[config.mk]
export PLATFORM = sky130hd
export DESIGN_NAME = fmac_unit
export DESIGN_NICKNAME = d
export VERILOG_FILES = /design/src/hdl/fmac_ptr_step.v /design/src/hdl/fmac_unit.v
export VERILOG_INCLUDE_DIRS = /design/src /design/src/hdl
export SDC_FILE = /design/constraint.sdc
export NUM_CORES = 1
export LEC_CHECK = 0
export BUFFER_PORTS_ARGS = -buffer_cell sky130_fd_sc_hd__buf_2
export CAP_MARGIN = 25
export CORE_MARGIN = 4
export CORE_UTILIZATION = 40
export CTS_CLUSTER_DIAMETER = 200
export DETAILED_ROUTE_END_ITERATION = 8
export GPL_TIMING_DRIVEN = 1
export PLACE_DENSITY = 0.7
export SETUP_SLACK_MARGIN = 0.2
export SYNTH_ARGS = -nofsm -noshare
export SYNTH_HDL_FRONTEND = slang
export SYNTH_SLANG_ARGS = --single-unit
[constraint.sdc]
create_clock -name sys_clk -period 14.5 [get_ports sys_clk]
set_input_delay 0.725 -clock sys_clk [delete_from_list [all_inputs] [get_ports sys_clk]]
set_output_delay 0.725 -clock sys_clk [all_outputs]
set_load 0.05 [all_outputs]
[src/hdl/fmac_consts.vh]
`ifndef FMAC_CONSTS_VH
`define FMAC_CONSTS_VH
// operation codes from the instruction decoder
`define FMAC_OP_NONE      3'h0
`define FMAC_OP_MASKS     3'h1
`define FMAC_OP_LOADOPS   3'h2
`define FMAC_OP_CLEAR     3'h3
`define FMAC_OP_MAC       3'h4
`define FMAC_OP_REPEATED_MULTIPLY_ACCUMULATE      3'h5
`define FMAC_OP_XFER_RND  3'h6
// widths
`define FMAC_ACC_W        36
`define FMAC_PROD_W       32
// overflow bit positions
`define FMAC_SAT_BIT      31
`define FMAC_EXT_BIT      35
// saturation values for acc bits 31:16
`define FMAC_SAT_POS      16'h7fff
`define FMAC_SAT_NEG      16'h8000
// example mask for a 64-entry ring
`define FMAC_MASK_64      16'h3f3f
// repeat timing in core cycles
`define FMAC_REPEATED_MULTIPLY_ACCUMULATE_FIRST   18
`define FMAC_REPEATED_MULTIPLY_ACCUMULATE_NEXT    12
`define FMAC_CNT_W        5
`endif

[src/hdl/fmac_ptr_step.v]
`timescale 1ns/1ps
// post-increment of an index pointer with modulo wrap inside the mask
module fmac_ptr_step (
  input  wire [15:0] ptr,      // current pointer
  input  wire [3:0]  offset,   // signed post-increment offset
  input  wire [7:0]  mask,     // modulo mask, zero disables wrap
  output wire [15:0] ptr_next  // updated pointer
);
  wire [15:0] ofs_ext;
  wire [15:0] sum;
  wire [15:0] wmask;

  assign ofs_ext  = {{12{offset[3]}}, offset};
  assign sum      = ptr + ofs_ext;
  assign wmask    = {8'h00, mask};
  // bits under the mask follow the sum, the rest stays as the ring base
  assign ptr_next = (mask == 8'h00) ? sum :
                    ((ptr & ~wmask) | (sum & wmask));
endmodule // fmac_ptr_step

[src/hdl/fmac_unit.v]
`timescale 1ns/1ps
`include "fmac_consts.vh"
// How it works
// - load-masks loads both masks from double accumulator
// - load-operands fetches X and Y words into operands
// - repeat step: accumulate, post-increment, decrement count, reload
// - independent post-increment offsets, zero allowed
// - transfer-rounded moves rounded result into accumulator E
// - overflow into bit 31 sets saturation flag
// - overflow into bit 35 sets extension flag
// - extension overflow sign kept in hidden latch
// - saturation mode is a writable condition bit
// - saturation forces bits 31:16 to limit value
// - 36-bit accumulator, two 16-bit operands
// - 32-bit product added to lower accumulator bits
// - repeat takes 18 then 12 cycles, interruptible
// - nonzero mask wraps pointer, zero disables wrap
module fmac_unit (
  input  wire        sys_clk,      // core clock
  input  wire        rst_n,        // async reset, active low
  input  wire        op_valid,     // one-cycle operation strobe
  input  wire [2:0]  op_code,      // operation select
  input  wire [3:0]  ofs_x,        // x pointer offset
  input  wire [3:0]  ofs_y,        // y pointer offset
  input  wire [31:0] acc_de_in,    // double accumulator e:d
  input  wire        load_ptrs,    // load both index pointers
  input  wire [15:0] x_ptr_in,     // new x index pointer
  input  wire [15:0] y_ptr_in,     // new y index pointer
  input  wire        load_count,   // load the loop count
  input  wire [15:0] count_in,     // new loop count
  input  wire        sm_wr,        // write the saturation mode bit
  input  wire        sm_in,        // saturation mode value
  input  wire        irq_pending,  // interrupt wants the core
  input  wire [15:0] mem_x_data,   // data at x pointer
  input  wire [15:0] mem_y_data,   // data at y pointer
  output reg  [15:0] x_ptr_r,      // x index pointer
  output reg  [15:0] y_ptr_r,      // y index pointer
  output reg  [15:0] count_r,      // loop-count accumulator e
  output reg  [35:0] acc_r,        // wide accumulator
  output reg         sat_flag_r,   // saturation overflow flag
  output reg         ext_flag_r,   // extension overflow flag
  output reg         sm_r,         // saturation mode bit
  output reg         busy_r,       // operation in progress
  output reg         done_r        // operation finished pulse
);
  localparam ST_IDLE = 2'h0;
  localparam ST_WAIT = 2'h1;
  localparam ST_STEP = 2'h2;
  localparam ST_LOAD = 2'h3;

  reg [1:0]             state_r;
  reg                   repeat_r;
  reg [`FMAC_CNT_W-1:0] wait_r;
  reg [3:0]             ofx_r;
  reg [3:0]             ofy_r;
  reg [7:0]             x_wrap_mask_r;
  reg [7:0]             y_wrap_mask_r;
  reg [15:0]            op_a_r;
  reg [15:0]            op_b_r;
  reg                   sign_latch_r;

  wire [15:0] x_nxt;
  wire [15:0] y_nxt;
  wire [31:0] prod;
  wire [35:0] sum;
  wire        sat_ovf;
  wire        ext_ovf;
  wire        carry_sign;
  wire [15:0] rnd;

  fmac_ptr_step u_step_x (
    .ptr      (x_ptr_r),
    .offset   (ofx_r),
    .mask     (x_wrap_mask_r),
    .ptr_next (x_nxt)
  );
  fmac_ptr_step u_step_y (
    .ptr      (y_ptr_r),
    .offset   (ofy_r),
    .mask     (y_wrap_mask_r),
    .ptr_next (y_nxt)
  );

  assign prod = $signed(op_a_r) * $signed(op_b_r);
  assign sum  = acc_r + {{4{prod[31]}}, prod};
  // bit 31 overflow: sign of 32-bit part disagrees with bit 35 extension
  assign sat_ovf = sum[31] != sum[35];
  // bit 35 overflow: both signs equal and result sign differs
  assign carry_sign = acc_r[35];
  assign ext_ovf = (acc_r[35] == prod[31]) &&
                   (sum[35] != acc_r[35]);
  // convergent rounding of bits 31:0 to 16 bits, ties to even
  assign rnd = (acc_r[15] && (acc_r[14:0] != 15'h0000 || acc_r[16])) ?
               acc_r[31:16] + 16'h0001 : acc_r[31:16];

  // one accumulation with flags and optional saturation
  task do_accumulate;
    reg [35:0] res;
    reg        neg;
    begin
      res = sum;
      neg = ext_ovf ? carry_sign : sum[35];
      if (ext_ovf) begin
        ext_flag_r   <= 1'b1;
        sign_latch_r <= carry_sign;
      end
      if (sat_ovf || ext_ovf)
        sat_flag_r <= 1'b1;
      // a stored sign keeps saturating after an earlier wrap
      if (ext_flag_r && !ext_ovf)
        neg = sign_latch_r;
      if (sm_r && (sat_ovf || ext_ovf || ext_flag_r || sat_flag_r))
        res[31:16] = neg ? `FMAC_SAT_NEG : `FMAC_SAT_POS;
      acc_r <= res;
    end
  endtask

  always @(posedge sys_clk or negedge rst_n) begin
    if (!rst_n) begin
      state_r      <= ST_IDLE;
      repeat_r     <= 1'b0;
      wait_r       <= {`FMAC_CNT_W{1'b0}};
      ofx_r        <= 4'h0;
      ofy_r        <= 4'h0;
      x_wrap_mask_r      <= 8'h00;
      y_wrap_mask_r      <= 8'h00;
      op_a_r       <= 16'h0000;
      op_b_r       <= 16'h0000;
      sign_latch_r <= 1'b0;
      x_ptr_r      <= 16'h0000;
      y_ptr_r      <= 16'h0000;
      count_r      <= 16'h0000;
      acc_r        <= 36'h000000000;
      sat_flag_r   <= 1'b0;
      ext_flag_r   <= 1'b0;
      sm_r         <= 1'b0;
      busy_r       <= 1'b0;
      done_r       <= 1'b0;
    end else begin
      done_r <= 1'b0;
      if (sm_wr)
        sm_r <= sm_in;
      case (state_r)
        ST_IDLE: begin
          if (load_ptrs) begin
            x_ptr_r <= x_ptr_in;
            y_ptr_r <= y_ptr_in;
          end
          if (load_count)
            count_r <= count_in;
          if (op_valid) begin
            if (op_code == `FMAC_OP_MASKS) begin
              x_wrap_mask_r <= acc_de_in[15:8];
              y_wrap_mask_r <= acc_de_in[7:0];
              done_r  <= 1'b1;
            end else if (op_code == `FMAC_OP_LOADOPS) begin
              op_a_r <= mem_x_data;
              op_b_r <= mem_y_data;
              done_r <= 1'b1;
            end else if (op_code == `FMAC_OP_CLEAR) begin
              acc_r      <= 36'h000000000;
              sat_flag_r <= 1'b0;
              ext_flag_r <= 1'b0;
              done_r     <= 1'b1;
            end else if (op_code == `FMAC_OP_XFER_RND) begin
              count_r <= rnd;
              done_r  <= 1'b1;
            end else if (op_code == `FMAC_OP_MAC ||
                         op_code == `FMAC_OP_REPEATED_MULTIPLY_ACCUMULATE) begin
              ofx_r    <= ofs_x;
              ofy_r    <= ofs_y;
              repeat_r <= (op_code == `FMAC_OP_REPEATED_MULTIPLY_ACCUMULATE);
              busy_r   <= 1'b1;
              // first pass carries the longer setup time; the step
              // lands on cycle 18 (repeat) or 11 (single), reload after
              wait_r   <= (op_code == `FMAC_OP_REPEATED_MULTIPLY_ACCUMULATE) ?
                          `FMAC_CNT_W'd16 : `FMAC_CNT_W'd9;
              state_r  <= ST_WAIT;
            end
          end
        end
        ST_WAIT: begin
          if (wait_r == {`FMAC_CNT_W{1'b0}})
            state_r <= ST_STEP;
          else
            wait_r <= wait_r - `FMAC_CNT_W'd1;
        end
        ST_STEP: begin
          do_accumulate;
          x_ptr_r <= x_nxt;
          y_ptr_r <= y_nxt;
          if (repeat_r)
            count_r <= count_r - 16'h0001;
          state_r <= ST_LOAD;
        end
        ST_LOAD: begin
          // memory follows x_ptr_r/y_ptr_r, so the words at the new
          // addresses are only there one cycle after the pointer move
          op_a_r <= mem_x_data;
          op_b_r <= mem_y_data;
          // count already stepped: all ones means it started at zero;
          // an interrupt leaves pointers and count valid to resume
          if (!repeat_r || count_r == 16'h0000 ||
              count_r == 16'hffff || irq_pending) begin
            busy_r  <= 1'b0;
            done_r  <= 1'b1;
            state_r <= ST_IDLE;
          end else begin
            wait_r  <= `FMAC_CNT_W'd9;
            state_r <= ST_WAIT;
          end
        end
        default: state_r <= ST_IDLE;
      endcase
    end
  end
endmodule // fmac_unit

Word level (Yosys, flattened, before mapping)
Index checks and enable logic that the tools add are counted.
- add/sub/neg operators: 6
- $mul: 1
- equal/unequal tests: 29
- mux-type cells: 75
- bitwise operators: 12
- reduce and logical (&&, ||, !) cells: 35
- operators by type and width (cell ; count):
    $mux W16 ; 20
    $pmux W16 S2 ; 5
    $mux W36 ; 4
    $pmux W36 S2 ; 1
    $mux W5 ; 9
    $add A36 B36 Y36 ; 1
    $add A16 B16 Y16 ; 2
    $and A16 B16 Y16 ; 2
    $and A16 B8 Y16 ; 2
    $mul A16 B16 Y32 ; 1
    $ne A2 B2 Y1 const B ; 16
    $not A8 Y16 ; 2
    $or A16 B16 Y16 ; 2
    $mux W1 ; 23
    $add A16 B1 Y16 const B ; 1
    $eq A16 B16 Y1 const B ; 1
    $logic_not A16 Y1 ; 1
    $logic_not A8 Y1 ; 2
    $sub A16 B1 Y16 const B ; 1
    $pmux W5 S3 ; 1
    $reduce_bool A15 Y1 ; 1
    $mux W2 ; 7
    $reduce_and A7 Y1 ; 2
    $reduce_and A6 Y1 ; 2
    other kinds (24) ; 49
- bits in registers: 154
- input port bits: 131
- output and inout port bits: 89
- word-level logic and storage cells: 177

Depth between registers and ports, before layout
Gate-level depths: netlist of run 1.
- depth after elaboration: 11
- depth in mapped cells: 42
- mapped depth without buffers: 38

Hierarchy
A second synthesis of run 1 with hierarchy kept.
- cells, all modules: 2330
- area, all modules: 21224.1 um^2
- by module, submodules not included (module ; instances ; cells each ; area an instance (um^2) ; sequential area each (um^2)):
    fmac_unit ; 1 ; 2062 ; 19267.2 ; 3853.7
    fmac_ptr_step at u_step_x ; 1 ; 135 ; 982.2 ; 0.0
    fmac_ptr_step at u_step_y ; 1 ; 133 ; 974.7 ; 0.0

Worst setup path after synthesis of run 1
Ideal clock, no wire load.
- path kind: flip-flop to flip-flop
- start point: register op_b_r[7]
- end point: register acc_r[22]
- setup time: 126 ps
- arrival time: 9174 ps
- required time: 14374 ps
- slack: 5200 ps
- cell stages (with the launch flop): 39
- buffers on the path: 4
- period minus slack after synthesis: 9300 ps
- cells stage by stage: dfrtp_1 -> clkbuf_1 -> clkbuf_1 -> nand2_1 -> fa_1 -> inv_1 -> fa_1 -> fa_1 -> fa_1 -> fa_1 -> inv_1 -> fa_1 -> inv_1 -> ha_1 -> a21oi_1 -> nand2_1 -> and2_1 -> o21a_1 -> [3 not listed] -> o21a_1 -> o21a_1 -> o21a_1 -> nor2_1 -> xnor2_1 -> ha_1 -> a21o_1 -> a211o_1 -> a211oi_1 -> o2111ai_1 -> a221oi_2 -> xor2_1 -> a311o_1 -> a31o_1 -> and2_4 -> buf_6 -> buf_6 -> a221o_1
- word-level cells in the longest chain between the ends: 11
- elaborated cells on any way between the ends: 18
- classes of those cells: 1 x add/sub; 1 x mul; 3 x eq/ne; 6 x mux; 7 x reduce/logical
- RTL lines (element ; line ; RTL):
    from (decl) ; fmac_unit.v:59 ; reg [15:0] op_b_r;
    from (signal assigned) ; fmac_unit.v:158 ; op_b_r <= mem_y_data;
    from (signal assigned) ; fmac_unit.v:200 ; op_b_r <= mem_y_data;
    $mul A16 B16 Y32 (*) ; fmac_unit.v:84 ; assign prod = $signed(op_a_r) * $signed(op_b_r);
    $add A36 B36 Y36 ; fmac_unit.v:85 ; assign sum = acc_r + {{4{prod[31]}}, prod};
    $ne A1 B1 Y1 ; fmac_unit.v:91 ; (sum[35] != acc_r[35]);
    $logic_and A1 B1 Y1 ; fmac_unit.v:90 ; assign ext_ovf = (acc_r[35] == prod[31]) &&
    $logic_not A1 Y1 ; fmac_unit.v:110 ; if (ext_flag_r && !ext_ovf)
    $logic_and A1 B1 Y1 ; fmac_unit.v:110 ;
    $mux W1 ; fmac_unit.v:110 ;
    $mux W1 ; fmac_unit.v:143 ; case (state_r)
    $mux W16 (no source line) ; n/a ;
    $mux W16 (*) ; fmac_unit.v:112 ; if (sm_r && (sat_ovf || ext_ovf || ext_flag_r || sat_flag_r))
    $pmux W36 S2 (*) ; fmac_unit.v:143 ;
    to (signal assigned) ; fmac_unit.v:133 ; acc_r <= 36'h000000000;
    to (signal assigned) ; fmac_unit.v:161 ; acc_r <= 36'h000000000;
    to (decl) ; fmac_unit.v:39 ; output reg [35:0] acc_r,
Mark *: on every way between the ends. The rest lies on a longest branch, timed or not. The select of a mux whose other input is x is not followed.
A chain may end at the register's enable or synchronous reset.

Final worst setup path of run 1
- start point: register op_b_r[7]
- end point: register acc_r[24]
Same word-level chain as after synthesis.

==> impl_metrics.env, run 1 <==
export IMPL_worstPathArrival_ns=11.01
export IMPL_ys_warn_count=0
export IMPL_fill_cells=4787
export IMPL_cp_common_cell="o21a_1"
export IMPL_crit_path_max_incr_delay_ns=0.85
export IMPL_cp_num_buf_inv=5
export IMPL_dieArea_um2=54330
export IMPL_path_delay_family="compound AO/OA/AOI/OAI gates"
export IMPL_drv_cap=0
export IMPL_fin_area_um2=22550
export IMPL_numCtsBuffers=17
export IMPL_synth_area_um2=20270
export IMPL_io_buffer_count=203
export IMPL_post_cts_buffers=0
export IMPL_worst_pin_slew_ns=1.088
export IMPL_drc=0
export IMPL_grt_pass1_wl_mm=87.40
export IMPL_ant_nets=0
export IMPL_crit_type="reg -> reg"
export IMPL_fmax_mhz=94.22
export IMPL_period_needed_ns=10.61
export IMPL_antenna_found_initial=4
export IMPL_synth_seq_cells=154
export IMPL_routed_via_density=5.414
export IMPL_slew_violations=0
export IMPL_drtIter0Drc=1170
export IMPL_relSlewSlack_pct=26.45
export IMPL_async_reset_ff_share_pct=100.0
export IMPL_synth_top_area_share_pct=26.18
export IMPL_ys_seq_area_share_pct=19.01
export IMPL_hold_viol_final=0
export IMPL_gp_congestion=0.8989
export IMPL_overflow=0
export IMPL_placementRows=82
export IMPL_htreeDepth=4
export IMPL_start_util_pct=40.40
export IMPL_cts_tree="built"
export IMPL_grt_setup_unrepaired="false"
export IMPL_finalCritPeriodShare_pct=73.20
export IMPL_yosysTopAreaCell="fa_1"
export IMPL_cp_startpoint="op_b_r[7]$_DFFE_PN0P_"
export IMPL_fin_nets=2932
export IMPL_rrSetupSlack_ns=3.89
export IMPL_status="finished clean"
export IMPL_cts_hold_buf=0
export IMPL_cp_start_kind="flip-flop"
export IMPL_drive_gt1_share_pct=13.46
export IMPL_placed_area_um2=21920
export IMPL_hpwlAfterDp_mm=42.59
export IMPL_r2r_cells=36
export IMPL_syn_to_final_growth_pct=11.29
export IMPL_clock_latency_ns=0.47
export IMPL_worstHoldPathType="in -> async"
export IMPL_r2r_end="acc_r[24]$_DFFE_PN0P_"
export IMPL_synthMostInstantiatedCell="inv_1"
export IMPL_setup_slack_ns=3.886
export IMPL_routed_wl_mm=54.05
export IMPL_setup_tns_ns=0
export IMPL_grt_max_degree=88
export IMPL_syn_nets=2777
export IMPL_wire_per_inst_um=17.61
export IMPL_die_w_um=233.1
export IMPL_synth_cells=2225
export IMPL_clkTransAtPathRegs_ns=0.07
export IMPL_cp_num_cells=36
export IMPL_pre_cts_slack_ns=3.991
export IMPL_fp_coreArea_um2=50170
export IMPL_fin_skew_ns=0.01479
export IMPL_synth_common_cells="inv_1 (334), fa_1 (265), nand2_1 (228)"
export IMPL_finalSetupViolations=0
export IMPL_first_pass_iters=5
export IMPL_syn_avg_cell_area_um2=9.109
export IMPL_required_ns=14.90
export IMPL_crit_fanout=17
export IMPL_crit_end="acc_r[24]$_DFFE_PN0P_"
export IMPL_io_pins=220
export IMPL_synth_cell_type_count=74
export IMPL_die_h_um=233.1
export IMPL_clockBufferDepth=2
export IMPL_cts_resized=0
export IMPL_worstReg2RegStart="op_b_r[7]$_DFFE_PN0P_"
export IMPL_vias=16615
export IMPL_clock_sinks=154
export IMPL_synth_ff_type="dfrtp_1"
export IMPL_cp_slowest_cell="nor3b_2"
export IMPL_grt_pass1_vias=16839
export IMPL_cts_root_buf="clkbuf_16"
export IMPL_synth_enable_flop_cells=0
export IMPL_grtUsageTotal_pct=20.14
export IMPL_synthTopCellsByArea="fa_1 (26%), dfrtp_1 (19%), ha_1 (9.6%)"
export IMPL_crit_path_end_kind="flip-flop"
## cells by family after synthesis
group	after synthesis	synth area share (%)
xor gates and xnor gates	113	4.883
muxes	80	4.322
and+or+nand+nor	631	15.05
buffers and inverters	412	7.760
DFF	154	19.01
AOI/OAI and AO/OA	414	13.17
adders and majority gates	421	35.81
## cells in the final DEF (no fill, tap or decap), types with 17 or more instances in the layout
| cell type | n |
|---|---|
| and2_1 | 128 |
| mux2i_1 | 20 |
| o21ai_0 | 87 |
| buf_2 | 202 |
| nor3_1 | 29 |
| xnor2_1 | 77 |
| a21o_1 | 34 |
| xor2_1 | 36 |
| clkbuf_16 | 17 |
| fa_1 | 265 |
| o22ai_1 | 32 |
| dfrtp_1 | 154 |
| ha_1 | 155 |
| inv_1 | 334 |
| a21oi_1 | 121 |
| nand2b_1 | 23 |
| o21a_1 | 17 |
| nand3_1 | 26 |
| mux2_2 | 60 |
| nor2_1 | 117 |
| nor2b_1 | 17 |
| nand2_1 | 228 |
## routing by layer
metal	global-route usage, %	vias up	wire (µm)
met4	8.237	0	1857
met1	26.71	8393	22540
met3	3.744	107	3334
li1	-	7651	-
met2	32.57	464	26320
met5	0	-	0
## metrics by stage
stage          hold WS (ns)  utilization [%]  instances
2_1_floorplan        0.4294                -       2225
3_3_place_gp         0.4950            43.69       3032
3_5_place_dp         0.5026            43.69       3032
4_1_cts              0.3585            44.88       3064
5_1_grt              0.4024            44.95       3069
6_report             0.3302            44.95       3069
## worst reg2reg max path, delay by kind of cell (launching register included)
family                   cells  cell delay, ns
flip-flops                   1            0.84
AND/OR/NAND/NOR              5            1.46
buffers and inverters        5            0.26
AO/OA/AOI/OAI               16            3.99
XOR/XNOR                     2            0.33
adder cells (fa/ha/maj)      8            3.67
## worst min path at each step
stage	start	endpoint	slack [ns]	depth (start not counted)
3_5_place_dp	ofx_r[0]$_DFFE_PN0P_	ofx_r[0]$_DFFE_PN0P_	0.50	1
6_report	rst_n	op_b_r[10]$_DFFE_PN0P_	0.33	1
2_1_floorplan	rst_n	async pin	0.43	0
5_1_grt	rst_n	op_a_r[4]$_DFFE_PN0P_	0.40	1
4_1_cts	rst_n	op_b_r[7]$_DFFE_PN0P_	0.36	1
3_3_place_gp	wait_r[1]$_DFFE_PN0P_	wait_r[1]$_DFFE_PN0P_	0.49	2
## cell type report
type	instances	area (µm²)	area share, %
Clock inverter	15	172.7	0.7656
Tap cell	672	840.8	3.728
Sequential cell	154	3854	17.09
Timing Repair Buffer	213	1117	4.954
Antenna cell	4	10.01	0.04438
Clock buffer	17	425.4	1.886
Inverter	335	1257	5.575
Multi-Input combinational cell	1659	14880	65.96
Power of run 1 is left out: the tool's default activity adds up to more than one toggle a clock period on the data nets, which glitch-free logic cannot reach.
==> run 2, diff against run 1 <==
==> constraint.sdc (replaced) <==
create_clock -name sys_clk -period 10.4 [get_ports sys_clk]
set_input_delay 0.52 -clock sys_clk [delete_from_list [all_inputs] [get_ports sys_clk]]
set_output_delay 0.52 -clock sys_clk [all_outputs]
set_load 0.05 [all_outputs]
==> impl_metrics.env, run 2 (synthesized netlist as in run 1, its figures left out) <==
export IMPL_status="finished with violations"
export IMPL_failed_checks="DRC"
export IMPL_worstPathArrival_ns=10.05
export IMPL_relSlewSlack_pct=40.25
export IMPL_htreeDepth=4
export IMPL_grt_max_degree=66
export IMPL_dieArea_um2=54330
export IMPL_clock_sinks=154
export IMPL_grtUsageTotal_pct=20.33
export IMPL_drc=2
export IMPL_die_w_um=233.1
export IMPL_cts_tree="built"
export IMPL_finalCritPeriodShare_pct=93.31
export IMPL_min_path_cells=2
export IMPL_fin_area_um2=22810
export IMPL_crit_path_end_kind="flip-flop"
export IMPL_io_buffer_count=203
export IMPL_grt_pass1_vias=17165
export IMPL_worstHoldStart="sm_wr"
export IMPL_crit_path_max_incr_delay_ns=0.78
export IMPL_final_common_cell="inv_1"
export IMPL_vias=16604
export IMPL_cts_root_buf="clkbuf_16"
export IMPL_cp_startpoint="op_a_r[6]$_DFFE_PN0P_"
export IMPL_grt_pass1_wl_mm=88.36
export IMPL_period_needed_ns=9.704
export IMPL_fp_coreArea_um2=50170
export IMPL_clockBufferDepth=2
export IMPL_required_ns=10.75
export IMPL_hpwlAfterDp_mm=43.84
export IMPL_cp_common_cell="o21a_1"
export IMPL_hold_viol_final=0
export IMPL_fin_skew_ns=0.01429
export IMPL_worstReg2RegStart="op_a_r[6]$_DFFE_PN0P_"
export IMPL_cp_start_kind="flip-flop"
export IMPL_start_util_pct=40.40
export IMPL_clkTransAtPathRegs_ns=0.07
export IMPL_r2r_cells=36
export IMPL_final_core_util_pct=45.46
export IMPL_path_delay_family="adder cells"
export IMPL_crit_fanout=15
export IMPL_gp_congestion=0.9161
export IMPL_rrSetupSlack_ns=0.70
export IMPL_numCtsBuffers=17
export IMPL_antenna_found_initial=5
export IMPL_slew_violations=0
export IMPL_ant_nets=0
export IMPL_finalSetupViolations=0
export IMPL_drtIter0Drc=924
export IMPL_r2r_end="acc_r[27]$_DFFE_PN0P_"
export IMPL_setup_tns_ns=0
export IMPL_placementRows=82
export IMPL_grt_setup_unrepaired="false"
export IMPL_placed_area_um2=22050
export IMPL_worstHoldEndpoint="sm_r$_DFFE_PN0P_"
export IMPL_wire_per_inst_um=17.73
export IMPL_first_pass_iters=9
export IMPL_most_common_layout_cells="inv_1 (334), fa_1 (265), nand2_1 (228)"
export IMPL_io_pins=220
export IMPL_worstHoldPathType="in -> reg"
export IMPL_crit_type="reg -> reg"
export IMPL_fmax_mhz=103.1
export IMPL_overflow=0
export IMPL_routed_via_density=5.372
export IMPL_cp_num_buf_inv=5
export IMPL_cp_slowest_cell="o311ai_0"
export IMPL_clock_latency_ns=0.47
export IMPL_fin_nets=2953
export IMPL_drive_gt1_share_pct=14.50
export IMPL_die_h_um=233.1
export IMPL_routed_wl_mm=54.80
export IMPL_syn_to_final_growth_pct=12.54
export IMPL_worst_pin_slew_ns=0.8850
export IMPL_drv_cap=0
[run 2: cell count changes in the layout (fill, tap and decap cells not counted), moves of 2 or more]
cell	previous run	this run
clkinv_8	2	0
dfrtp_1	154	147
inv_6	6	4
dfrtp_2	0	7
bufinv_16	1	4
buf_4	9	26
[run 2: worst max-delay path by stage]
stage	slack [ns]	to	depth (start not counted)
after CTS	0.35	acc_r[25]$_DFFE_PN0P_	35
after global routing	0.21	acc_r[25]$_DFFE_PN0P_	36
after floorplan	1.10	acc_r[22]$_DFFE_PN0P_	38
final	0.70	acc_r[27]$_DFFE_PN0P_	36
after global placement	0.32	acc_r[25]$_DFFE_PN0P_	35
after detailed placement	0.14	acc_r[22]$_DFFE_PN0P_	34
[run 2: cell type report]
class,count,area (µm²)
fill,4784,27360
multi-input combinational,1659,14900
sequential,154,3862
timing repair buffer,234,1291
inverter,335,1257
tap,672,840.8
clock buffer,18,439.2
clock inverter,14,206.4
antenna,5,12.51
[run 2: repair_timing]
item	CTS	global route
hold buffers	1	0
setup buffers	0	1
hold endpoints to repair	35	0
gates resized for setup	1	9
pin swaps	0	2
setup endpoints to repair	15	16
[run 2: per-layer routing]
layer  routed length [µm]  vias up  track usage [%]
met5                    0        -                0
met4                 1720        0            8.237
met3                 3263       97            4.159
li1                     -     7670                -
met1                22820     8388            26.00
met2                27000      449            33.75
[run 2: stage by stage]
stage          std cells  setup slack [ns]  hold WS, ns
2_1_floorplan       2225             1.100       0.2244
6_report            3091            0.6962       0.2436
3_5_place_dp        3049            0.1404       0.4514
3_3_place_gp        3048            0.3177       0.4449
5_1_grt             3091            0.2093       0.2462
4_1_cts             3082            0.3490       0.2249
Power of run 2 is left out for the same reason.
==> run 3, diff against run 2 <==
--- a/config.mk
+++ b/config.mk
@@ -13,7 +13,6 @@
 export CTS_CLUSTER_DIAMETER = 200
 export DETAILED_ROUTE_END_ITERATION = 8
 export GPL_TIMING_DRIVEN = 1
-export PLACE_DENSITY = 0.7
 export SETUP_SLACK_MARGIN = 0.2
 export SYNTH_ARGS = -nofsm -noshare
 export SYNTH_HDL_FRONTEND = slang
==> constraint.sdc (replaced) <==
create_clock -name sys_clk -period 11.9 [get_ports sys_clk]
set_input_delay 0.595 -clock sys_clk [delete_from_list [all_inputs] [get_ports sys_clk]]
set_output_delay 0.595 -clock sys_clk [all_outputs]
set_load 0.05 [all_outputs]
==> impl_metrics.env, run 3 (synthesized netlist as in run 1, its figures left out) <==
export IMPL_crit_path_end_kind="flip-flop"
export IMPL_grtUsageTotal_pct=20.05
export IMPL_cp_slowest_cell="dfrtp_1"
export IMPL_hold_viol_final=0
export IMPL_drc=0
export IMPL_routed_via_density=5.335
export IMPL_vias=16385
export IMPL_numCtsBuffers=17
export IMPL_fill_cells=4907
export IMPL_final_common_cell="inv_1"
export IMPL_relSlewSlack_pct=41.37
export IMPL_htreeDepth=4
export IMPL_multi_input_comb_area_um2=14880
export IMPL_period_needed_ns=10.09
export IMPL_clkTransAtPathRegs_ns=0.07
export IMPL_first_pass_iters=5
export IMPL_grt_max_degree=84
export IMPL_crit_path_max_incr_delay_ns=0.81
export IMPL_syn_to_final_growth_pct=11.56
export IMPL_fp_coreArea_um2=50170
export IMPL_path_delay_family="compound AO/OA/AOI/OAI gates"
export IMPL_hpwlAfterDp_mm=42.07
export IMPL_cp_num_cells=35
export IMPL_wire_per_inst_um=17.43
export IMPL_drtIter0Drc=921
export IMPL_drv_cap=0
export IMPL_placed_area_um2=21930
export IMPL_dieArea_um2=54330
export IMPL_finalCritPeriodShare_pct=84.78
export IMPL_pre_cts_slack_ns=1.444
export IMPL_worstHoldPathType="in -> async"
export IMPL_most_common_layout_cells="inv_1 (334), fa_1 (265), nand2_1 (228)"
export IMPL_fin_nets=2936
export IMPL_grt_pass1_wl_mm=86.64
export IMPL_start_util_pct=40.40
export IMPL_crit_type="reg -> reg"
export IMPL_io_buffer_count=203
export IMPL_die_w_um=233.1
export IMPL_crit_end="acc_r[29]$_DFFE_PN0P_"
export IMPL_gp_congestion=0.8557
export IMPL_post_cts_buffers=0
export IMPL_register_area_um2=3854
export IMPL_worst_pin_slew_ns=0.8794
export IMPL_antenna_found_initial=2
export IMPL_clock_latency_ns=0.49
export IMPL_cp_num_buf_inv=5
export IMPL_cp_startpoint="op_b_r[7]$_DFFE_PN0P_"
export IMPL_setup_slack_ns=1.811
export IMPL_setup_tns_ns=0
export IMPL_worstReg2RegStart="op_b_r[7]$_DFFE_PN0P_"
export IMPL_r2r_cells=35
export IMPL_r2r_end="acc_r[29]$_DFFE_PN0P_"
export IMPL_slew_violations=0
export IMPL_die_h_um=233.1
export IMPL_finalSetupViolations=0
export IMPL_cts_tree="built"
export IMPL_fin_area_um2=22610
export IMPL_grt_setup_unrepaired="false"
export IMPL_holdWs_ns=0.1895
export IMPL_fin_skew_ns=0.01851
export IMPL_cts_root_buf="clkbuf_16"
export IMPL_io_pins=220
export IMPL_cp_start_kind="flip-flop"
export IMPL_grt_pass1_vias=16656
export IMPL_fmax_mhz=99.12
export IMPL_ant_nets=0
export IMPL_overflow=0
export IMPL_crit_fanout=17
export IMPL_clockBufferDepth=2
export IMPL_routed_wl_mm=53.53
export IMPL_worstPathArrival_ns=10.46
export IMPL_placementRows=82
export IMPL_cp_common_cell="fa_1"
export IMPL_status="finished clean"
export IMPL_required_ns=12.27
export IMPL_rrSetupSlack_ns=1.81
export IMPL_cts_hold_buf=0
export IMPL_clock_sinks=154
export IMPL_cts_resized=0
export IMPL_drive_gt1_share_pct=13.60
==> run 3: cell types whose count changed in the layout (fill, tap and decap cells not counted), sizes merged <==
cell	before	now
buf	232	216
clkinv	2	6
dlygate4sd3	1	0
bufinv	4	1
diode	5	2
clkbuf	19	18
==> run 3: layout make-up <==
type	instances	share of cell area (%)
Antenna cell	2	0.02214
Clock buffer	17	1.882
Clock inverter	15	0.8744
Inverter	335	5.562
Multi-Input combinational cell	1659	65.80
Sequential cell	154	17.04
Tap cell	672	3.719
Timing Repair Buffer	217	5.097
==> run 3: worst min-delay path by stage <==
stage | start | endpoint
finish | rst_n | op_b_r[2]$_DFFE_PN0P_
floorplan | rst_n | async pin
global route | rst_n | op_b_r[2]$_DFFE_PN0P_
global placement | ofy_r[2]$_DFFE_PN0P_ | ofy_r[2]$_DFFE_PN0P_
detailed placement | ofy_r[2]$_DFFE_PN0P_ | ofy_r[2]$_DFFE_PN0P_
CTS | rst_n | op_a_r[8]$_DFFE_PN0P_
==> run 3: worst reg2reg max path, delay by kind of cell (launching register included) <==
| kind | cells | cell delay (ns) |
|---|---|---|
| AO/OA/AOI/OAI | 14 | 4.05 |
| XOR/XNOR | 2 | 0.33 |
| adder cells (fa/ha/maj) | 8 | 3.56 |
| buffers and inverters | 5 | 0.25 |
| flip-flops | 1 | 0.81 |
| AND/OR/NAND/NOR | 6 | 0.98 |
==> run 3: per-stage QoR <==
step,std cells,utilization [%]
after global routing,3070,45.06
after global placement,3032,43.69
final,3071,45.06
after floorplan,2225,-
after CTS,3065,44.95
after detailed placement,3033,43.71
==> run 3: layer usage <==
metal  wire [µm]  up-vias  track usage, %  share of wire, %
li1            -     7644               -                 -
met1       22630     8334           25.86                42
met2       26960      323           34.06                50
met3        2508       82           3.402               4.7
met4        1421        2           7.079               2.7
met5          13        -               0             0.024
Power of run 3 is left out for the same reason.
